$ cat config.mk
export PLATFORM = sky130hd
export DESIGN_NAME = sfct_top
export DESIGN_NICKNAME = d
export VERILOG_FILES = /design/src/logic/sfct_pkg.sv /design/src/logic/sfct_period_gen.sv /design/src/logic/sfct_top.sv
export SDC_FILE = /design/constraint.sdc
export NUM_CORES = 1
export LEC_CHECK = 0
export BUFFER_PORTS_ARGS = -buffer_cell sky130_fd_sc_hd__buf_4
export CAP_MARGIN = 20
export CORE_ASPECT_RATIO = 0.6
export CORE_MARGIN = 1
export CORE_UTILIZATION = 61
export CTS_BUF_LIST = sky130_fd_sc_hd__clkbuf_4
export CTS_CLUSTER_SIZE = 8
export DETAILED_ROUTE_END_ITERATION = 10
export PLACE_DENSITY_LB_ADDON = 0.05
export SLEW_MARGIN = 5
export SYNTH_ARGS = -nofsm -noshare
export SYNTH_HDL_FRONTEND = slang
export SYNTH_SLANG_ARGS = --single-unit
$ cat constraint.sdc
create_clock -name CLK_IN -period 4.5 [get_ports CLK_IN]
set_input_delay 1.125 -clock CLK_IN [delete_from_list [all_inputs] [get_ports CLK_IN]]
set_output_delay 1.125 -clock CLK_IN [all_outputs]
set_load 0.005 [all_outputs]
$ cat src/logic/sfct_pkg.sv
package sfct_pkg;
   localparam int FW_W = 10;
   localparam logic [9:0] FW_RST = 10'h060;
   localparam logic [9:0] FW_MIN = 10'h001;
   localparam int BASE_CNT_W = 10;
   localparam logic [9:0] BASE_LAST = 10'h3FF;
   localparam logic [2:0] SETTLE_SINC4 = 3'h4;
   localparam logic [2:0] SETTLE_THIRD_ORDER_SELECT = 3'h3;
   localparam logic [2:0] STEP_EXTRA = 3'h1;
   localparam int MODE_ZERO_LAT_BIT = 11;
   localparam logic [9:0] NOTCH_FW = 10'h060;
   localparam real CLK_MHZ = 20.0;
   localparam int CLK_HZ = 20000000;
   localparam logic [1:0] ADDR_MODE = 2'h0;
   localparam logic [1:0] ADDR_FILT = 2'h1;
   localparam logic [1:0] ADDR_STAT = 2'h2;
   localparam logic [1:0] ADDR_CNT = 2'h3;
   localparam logic [31:0] MODE_RST = 32'h0000_0000;
   localparam int MODE_THIRD_ORDER_SELECT_BIT = 15;
   localparam int MODE_NOTCH_BIT = 13;
   typedef enum logic [1:0]
   {
      SFCT_IDLE = 2'b00,
      SFCT_SETTLE = 2'b01,
      SFCT_RUN = 2'b10
   } sfct_state_t;
endpackage

$ cat src/logic/sfct_period_gen.sv
// Produces one pulse every 1024 * filter_word master clock cycles
module sfct_period_gen
(
   input wire logic clk_in,
   input wire logic nrst_in,
   input wire logic restart_in,
   input wire logic [9:0] filter_word_in,
   output logic tick_out
);
   logic [9:0] base_ff;
   logic [9:0] word_ff;
   logic [9:0] nxt_base;
   logic [9:0] nxt_word;
   logic base_wrap;
   logic word_wrap;
   logic [9:0] fw_eff;

   // Zero would stall the rate; treat as the least legal word
   assign fw_eff = (filter_word_in == 10'h000) ? sfct_pkg::FW_MIN : filter_word_in;
   assign base_wrap = (base_ff == sfct_pkg::BASE_LAST);
   assign word_wrap = (word_ff >= fw_eff - 10'h001);
   assign nxt_base = restart_in ? 10'h000 : base_ff + 10'h001;
   assign nxt_word = restart_in ? 10'h000 :
                     !base_wrap ? word_ff :
                     word_wrap ? 10'h000 : word_ff + 10'h001;
   assign tick_out = !restart_in && base_wrap && word_wrap;

   always_ff @(posedge clk_in or negedge nrst_in)
   begin
      if (!nrst_in)
      begin
         base_ff <= 10'h000;
         word_ff <= 10'h000;
      end
      else
      begin
         base_ff <= nxt_base;
         word_ff <= nxt_word;
      end
   end
endmodule // sfct_period_gen

$ cat src/logic/sfct_top.sv
// Contract
// After reset the fourth-order filter is in use with chopping off until software selects another.
// In normal mode one conversion completes every 1024 times filter_word clock cycles, word 1 to 1023.
// The fourth-order filter settles in four output periods.
// With fourth order a channel change restarts the filter and the first result waits a full settle.
// With fourth order a step is accurate only four conversions later, five if mid-conversion.
// Mode bit 11 selects zero latency, giving every conversion a full settling time.
// Zero latency with fourth order takes 4 times 1024 times filter_word cycles per conversion.
// In zero latency a synchronous step gives settled outputs and an asynchronous one spoils one output.
// With word 96 the sixty hertz notch bit adds a 60 Hz notch and leaves the output rate unchanged.
// Writing the third-order select bit as one replaces the fourth-order filter.
// The third-order filter settles in three output periods.
// With third order a channel change restarts the filter and the first result waits a full settle.
// With third order a step is accurate only three conversions later, four if mid-conversion.
// Each settled conversion is flagged once; those inside a settling window are suppressed.
// Zero latency with third order takes 3 times 1024 times filter_word cycles per conversion.
module sfct_top
(
   input wire logic CLK_IN,
   input wire logic NRST_IN,
   input wire logic [1:0] ADDR_IN,
   input wire logic [31:0] WDATA_IN,
   input wire logic WR_IN,
   input wire logic RD_IN,
   input wire logic CHAN_CHANGE_IN,
   input wire logic STEP_IN,
   input wire logic ENABLE_IN,
   output logic [31:0] RDATA_OUT,
   output logic DATA_READY_OUT,
   output logic FILTER_RESET_OUT,
   output logic SETTLED_OUT,
   output logic THIRD_ORDER_OUT,
   output logic ZERO_LATENCY_OUT,
   output logic NOTCH_ACTIVE_OUT
);
   logic [31:0] mode_ff;
   logic [9:0] filter_word_ff;
   logic [31:0] rdata_ff;
   logic [31:0] conv_cnt_ff;
   logic [2:0] phase_ff;
   logic [2:0] step_left_ff;
   logic ready_ff;
   logic freset_ff;
   logic chan_s1_ff;
   logic chan_s2_ff;
   logic chan_s3_ff;
   logic step_s1_ff;
   logic step_s2_ff;
   logic step_s3_ff;
   logic en_s1_ff;
   logic en_s2_ff;
   sfct_pkg::sfct_state_t state_ff;
   sfct_pkg::sfct_state_t nxt_state;
   logic [2:0] nxt_phase;
   logic [2:0] nxt_step_left;
   logic [31:0] nxt_rdata;
   logic [31:0] nxt_mode;
   logic [9:0] nxt_filter_word;
   logic tick;
   logic restart;
   logic third_order;
   logic zero_lat;
   logic notch;
   logic [2:0] settle_n;
   logic chan_edge;
   logic step_edge;
   logic wr_mode;
   logic wr_filt;
   logic conv_done;
   logic step_mid;

   function automatic logic [2:0] settle_periods(input logic third_order_select);
      settle_periods = third_order_select ? sfct_pkg::SETTLE_THIRD_ORDER_SELECT : sfct_pkg::SETTLE_SINC4;
   endfunction

   // Channel, step and enable pins pass two flops before any logic reads them
   always_ff @(posedge CLK_IN or negedge NRST_IN)
   begin
      if (!NRST_IN)
      begin
         chan_s1_ff <= 1'b0;
         chan_s2_ff <= 1'b0;
         chan_s3_ff <= 1'b0;
         step_s1_ff <= 1'b0;
         step_s2_ff <= 1'b0;
         step_s3_ff <= 1'b0;
         en_s1_ff <= 1'b0;
         en_s2_ff <= 1'b0;
      end
      else
      begin
         chan_s1_ff <= CHAN_CHANGE_IN;
         chan_s2_ff <= chan_s1_ff;
         chan_s3_ff <= chan_s2_ff;
         step_s1_ff <= STEP_IN;
         step_s2_ff <= step_s1_ff;
         step_s3_ff <= step_s2_ff;
         en_s1_ff <= ENABLE_IN;
         en_s2_ff <= en_s1_ff;
      end
   end

   assign chan_edge = chan_s2_ff && !chan_s3_ff;
   assign step_edge = step_s2_ff && !step_s3_ff;

   assign wr_mode = WR_IN && (ADDR_IN == sfct_pkg::ADDR_MODE);
   assign wr_filt = WR_IN && (ADDR_IN == sfct_pkg::ADDR_FILT);
   assign nxt_mode = wr_mode ? WDATA_IN : mode_ff;
   assign nxt_filter_word = wr_filt ? WDATA_IN[9:0] : filter_word_ff;

   assign third_order = mode_ff[sfct_pkg::MODE_THIRD_ORDER_SELECT_BIT];
   assign zero_lat = mode_ff[sfct_pkg::MODE_ZERO_LAT_BIT];
   // Notch only shapes the response; the rate is left as is
   assign notch = mode_ff[sfct_pkg::MODE_NOTCH_BIT]
                  && (filter_word_ff == sfct_pkg::NOTCH_FW);
   assign settle_n = settle_periods(third_order);

   // Mode or filter write restarts filter too, as a channel change does
   assign restart = chan_edge || wr_mode || wr_filt || !en_s2_ff;

   sfct_period_gen u_period
   (
      .clk_in(CLK_IN),
      .nrst_in(NRST_IN),
      .restart_in(restart),
      .filter_word_in(filter_word_ff),
      .tick_out(tick)
   );

   // Zero latency: one flagged result per settle_n periods
   assign conv_done = tick && (phase_ff == settle_n - 3'h1);
   assign step_mid = (phase_ff != 3'h0) || !tick;

   always_comb
   begin
      nxt_state = state_ff;
      nxt_phase = phase_ff;
      case (state_ff)
         sfct_pkg::SFCT_IDLE:
         begin
            nxt_phase = 3'h0;
            if (en_s2_ff)
            begin
               nxt_state = sfct_pkg::SFCT_SETTLE;
            end
         end
         sfct_pkg::SFCT_SETTLE:
         begin
            if (tick)
            begin
               nxt_phase = (phase_ff == settle_n - 3'h1) ? 3'h0 : phase_ff + 3'h1;
               if (conv_done && !zero_lat)
               begin
                  nxt_state = sfct_pkg::SFCT_RUN;
               end
            end
         end
         sfct_pkg::SFCT_RUN:
         begin
            nxt_phase = 3'h0;
            if (zero_lat)
            begin
               nxt_state = sfct_pkg::SFCT_SETTLE;
            end
         end
         default:
         begin
            nxt_state = sfct_pkg::SFCT_IDLE;
            nxt_phase = 3'h0;
         end
      endcase
      if (restart)
      begin
         nxt_phase = 3'h0;
         nxt_state = en_s2_ff ? sfct_pkg::SFCT_SETTLE : sfct_pkg::SFCT_IDLE;
      end
   end

   // Flag: zero latency every settle, normal every tick once settled
   logic flag_now;
   assign flag_now = !restart && (zero_lat ? (state_ff == sfct_pkg::SFCT_SETTLE && conv_done)
                     : ((state_ff == sfct_pkg::SFCT_RUN && tick)
                        || (state_ff == sfct_pkg::SFCT_SETTLE && conv_done)));

   // Step latency: settle_n results, plus one if it lands mid-conversion
   // In zero latency only one result is spoiled, and none if synchronous
   always_comb
   begin
      nxt_step_left = step_left_ff;
      if (step_edge)
      begin
         if (zero_lat)
         begin
            nxt_step_left = step_mid ? 3'h1 : 3'h0;
         end
         else
         begin
            nxt_step_left = settle_n + (step_mid ? sfct_pkg::STEP_EXTRA : 3'h0);
         end
      end
      else if (flag_now && step_left_ff != 3'h0)
      begin
         nxt_step_left = step_left_ff - 3'h1;
      end
      if (restart)
      begin
         nxt_step_left = 3'h0;
      end
   end

   assign nxt_rdata = (ADDR_IN == sfct_pkg::ADDR_MODE) ? mode_ff :
                      (ADDR_IN == sfct_pkg::ADDR_FILT) ? {22'h000000, filter_word_ff} :
                      (ADDR_IN == sfct_pkg::ADDR_STAT) ?
                         {24'h000000, step_left_ff, phase_ff, state_ff} :
                      conv_cnt_ff;

   always_ff @(posedge CLK_IN or negedge NRST_IN)
   begin
      if (!NRST_IN)
      begin
         mode_ff <= sfct_pkg::MODE_RST;
         filter_word_ff <= sfct_pkg::FW_RST;
         state_ff <= sfct_pkg::SFCT_IDLE;
         phase_ff <= 3'h0;
         step_left_ff <= 3'h0;
         ready_ff <= 1'b0;
         freset_ff <= 1'b0;
         conv_cnt_ff <= 32'h0000_0000;
         rdata_ff <= 32'h0000_0000;
      end
      else
      begin
         mode_ff <= nxt_mode;
         filter_word_ff <= nxt_filter_word;
         state_ff <= nxt_state;
         phase_ff <= nxt_phase;
         step_left_ff <= nxt_step_left;
         ready_ff <= flag_now;
         freset_ff <= restart;
         conv_cnt_ff <= flag_now ? conv_cnt_ff + 32'h0000_0001 : conv_cnt_ff;
         rdata_ff <= RD_IN ? nxt_rdata : 32'h0000_0000;
      end
   end

   assign RDATA_OUT = rdata_ff;
   assign DATA_READY_OUT = ready_ff;
   assign FILTER_RESET_OUT = freset_ff;
   assign SETTLED_OUT = (step_left_ff == 3'h0) && (state_ff != sfct_pkg::SFCT_IDLE);
   assign THIRD_ORDER_OUT = third_order;
   assign ZERO_LATENCY_OUT = zero_lat;
   assign NOTCH_ACTIVE_OUT = notch;
endmodule // sfct_top

==> results.yml <==
setup_path:
  cp_max_fo: 8
  cp.required_ns: 4.93
  reg2regPathDepth: 17
  cp_cell_sequence: "or4_1 > nor3_2 > a21oi_1 > ha_1 > nor3b_1 > nand2_1 > xor2_1 > ha_1 > and3_1 > a221oi_2 > o21ai_4 > nor2_2 > and4b_1 > ha_1 > a31oi_1 > nor2_1 > mux2_2"
  cp_num_buf_inv: 0
  crit_arrival_ns: 4.58
  r2r_start: "filter_word_ff[4]$_DFFE_PN0P_"
  crit_top_cell: "ha_1"
  cp_slowest_cell: "or4_1"
  cp_top_family: "simple AND/OR/NAND/NOR gates"
  critPathLaunchType: "flip-flop"
  endpoint_kind: "flip-flop"
  slowest_delay_ns: 0.59
  crit_type: "reg2reg"
  ff2ff_setup_slack_ns: 0.35
  timing.rr.end: "step_left_ff[1]$_DFFE_PN0P_"
timing:
  rsz0062_at_grt: "false"
  finClkSkew_ns: 0.0220
  slew_headroom_pct: 32.8
  final-setup-viol-count: 0
  drv_slew: 0
  setup_tns_ns: 0
  max_clock_freq_mhz: 241
  finalCriticalPeriod_ns: 4.15
  finalHoldViolations: 0
  fin_crit_sh_pct: 92.3
  tightestPinTransition_ns: 1.01
global_route:
  antenna_found_initial: 0
  grt_pass1_wl_mm: 25.2
  grt_max_degree: 110
  grt_usage_pct: 28.1
  grt_pass1_vias: 4865
  grt_overflow: 0
synth:
  synth_cell_types: 64
  async_reset_ff_share_pct: 100
  syn_area_per_cell_um2: 11.7
  syn_inst: 587
  synthesis.area_um2: 6870
  synth_nets: 648
  yosysSeqAreaShare_pct: 52.5
  synth_area_leaders: "dfrtp_1 52%, mux2_2 7.2%, ha_1 3.6%"
  synth-seq-cells: 144
  synth.top_cell.area_share_pct: 51.7
  synth_edf_count: 0
  ys.warnings.count: 0
  ys.flop_type: "dfrtp_1"
  yosysTopAreaCell: "dfrtp_1"
drt:
  routed_wl_mm: 14.8
  num_vias: 4850
  avgRoutedWirePerCell_um: 18.1
  drt_iter0_markers: 300
  via_per_inst: 5.91
  wl_met3_um: 723
  drcViolationCount: 0
  ant_nets: 0
  wl_met1_mm: 7.70
  top_layer_used: "met4"
  first_pass_iters: 7
  routed-wl-met2_mm: 6.22
worst_hold_path:
  hold_end: "chan_s2_ff$_DFF_PN0_"
  min_path_cells: 0
  hold_start: "chan_s1_ff$_DFF_PN0_"
  hold_path_class: "reg2reg"
placement:
  dp_cells: 788
  place_congestion: 0.863
  port_buffers: 78
  dp.final_hpwl_mm: 10.6
floorplanning:
  die_area_um2: 11700
  io_pins: 79
  coreArea_um2: 10800
  start_util_pct: 63.8
  row_count: 29
  chipHeight_um: 84.2
  chipWidth_um: 139
clock_network:
  cts_buffers: 17
  cts_root_buffer: "clkbuf_4"
  htreeDepth: 4
  cts_max_path_buffers: 2
  cts_setup_buffers: 0
  tritoncts: "done"
  clock-sinks: 144
  worstSkewPairLatency_ns: 0.52
  clk_pin_slew_ns: 0.13
finish:
  fin_cells: 820
  drive_above_1_share_pct: 28.6
  area_growth_pct: 14.8
  antennaDiodeCount: 0
  final_nets: 729
run:
  cap_violations: 0
status:
  outcome: "finished, final reports clean"
power:
  power_density_nw_per_um2: 333
  leakage_nw: 3.65
  ir_drop_mv: 0.257
worst reg2reg max path, stage by stage (launching register included):
cell	delay (ns)
dfrtp_1	0.48
or4_1	0.59
nor3_2	0.18
a21oi_1	0.13
ha_1	0.22
nor3b_1	0.18
nand2_1	0.10
xor2_1	0.16
ha_1	0.28
and3_1	0.22
a221oi_2	0.31
o21ai_4	0.19
nor2_2	0.17
and4b_1	0.23
ha_1	0.18
a31oi_1	0.13
nor2_1	0.06
mux2_2	0.26
routing by layer:
| metal | vias up | global-route usage, % |
|---|---|---|
| li1 | 2262 | - |
| met1 | 2438 | 44.3 |
| met2 | 131 | 39.9 |
| met3 | 19 | 4.91 |
| met4 | 0 | 8.28 |
| met5 | - | 0 |
placed cells by master, fill, tap and decap left out, types with 4 or more instances in the layout:
master	instances
buf_4	85
xnor2_1	19
and2_1	14
inv_1	22
and3_1	11
nand2b_1	11
a22oi_1	22
mux2_2	44
nor3_1	15
xor2_1	28
nand4_1	11
mux4_2	7
or2_2	5
mux2i_1	4
nand3_1	17
nand2_1	23
a21oi_1	16
nor4_1	12
nor2_1	31
clkinvlp_4	6
o21ai_0	6
nor2b_1	27
clkbuf_4	18
a31oi_1	7
ha_1	20
dfrtp_1	142
Yosys cell counts, types with 16 or more instances:
library cell    n
a21oi_1        16
a22oi_1        22
clkbuf_1       19
dfrtp_1       142
ha_1           20
inv_1          22
mux2_2         44
nand2_1        23
nand3_1        17
nor2_1         32
nor2b_1        27
nor3_1         16
xnor2_1        19
xor2_1         28
state kept, by name, indices dropped and copies added (netlist names), 2 cells and up:
register / cells
filter_word_ff: 10
conv_cnt_ff: 32
state_ff: 2
mode_ff: 32
u_period.word_ff: 10
RDATA_OUT: 32
u_period.base_ff: 10
phase_ff: 3
step_left_ff: 3
logic make-up (layout without fill, tap and decap cells):
family	count (synthesis)	after routing	synth area share (%)
flip-flops	144	144	52.5
AND/OR/NAND/NOR	200	200	16.6
AO/OA/AOI/OAI	74	74	8.25
XOR/XNOR	47	47	5.99
buffers and inverters	46	140	2.60
adder cells (fa/ha/maj)	20	20	3.64
multiplexers	56	56	10.5
worst max-delay path by stage:
stage / cells past startpoint / end / slack, ns / startpoint
2_1_floorplan: 18 / step_left_ff[1]$_DFFE_PN0P_ / 0.41 / filter_word_ff[4]$_DFFE_PN0P_
3_3_place_gp: 17 / step_left_ff[1]$_DFFE_PN0P_ / 0.26 / filter_word_ff[4]$_DFFE_PN0P_
6_report: 17 / step_left_ff[1]$_DFFE_PN0P_ / 0.35 / filter_word_ff[4]$_DFFE_PN0P_
3_5_place_dp: 17 / step_left_ff[1]$_DFFE_PN0P_ / 0.14 / filter_word_ff[4]$_DFFE_PN0P_
5_1_grt: 17 / step_left_ff[0]$_DFFE_PN0P_ / 0.07 / filter_word_ff[4]$_DFFE_PN0P_
4_1_cts: 17 / step_left_ff[1]$_DFFE_PN0P_ / 0.11 / filter_word_ff[4]$_DFFE_PN0P_
stage by stage:
step | area (um^2) | power (mW) | setup slack, ns | hold WS (ns) | utilization, %
CTS | 7870 | 2.64 | 0.107 | 0.365 | 73.1
detailed placement | 7600 | 1.85 | 0.136 | 0.337 | 70.5
global route | 7890 | 2.76 | 0.0738 | 0.371 | 73.2
global placement | 7600 | 1.83 | 0.258 | 0.334 | 70.5
floorplan | 6870 | 1.69 | 0.412 | 0.331 | -
finish | 7890 | 2.63 | 0.347 | 0.362 | 73.2
power breakdown:
group          total [mW]  switching, mW  internal, mW
combinational       0.354          0.164         0.190
sequential           1.47         0.0798          1.39
clock               0.802          0.469         0.332
repair_timing:
item	4_1_cts	5_1_grt
endpoints found under the setup margin	0	4
gates resized for setup	0	3
hold buffers	0	0
cell type report:
type,count,area [um^2]
clock buffers,18,135
clock inverters,14,140
fillers,758,2890
inverters,22,82.6
multi-input cells,397,3100
flip-flops and latches,144,3610
well taps,139,174
repair buffers,86,649
(Power assumes the default switching activity.)
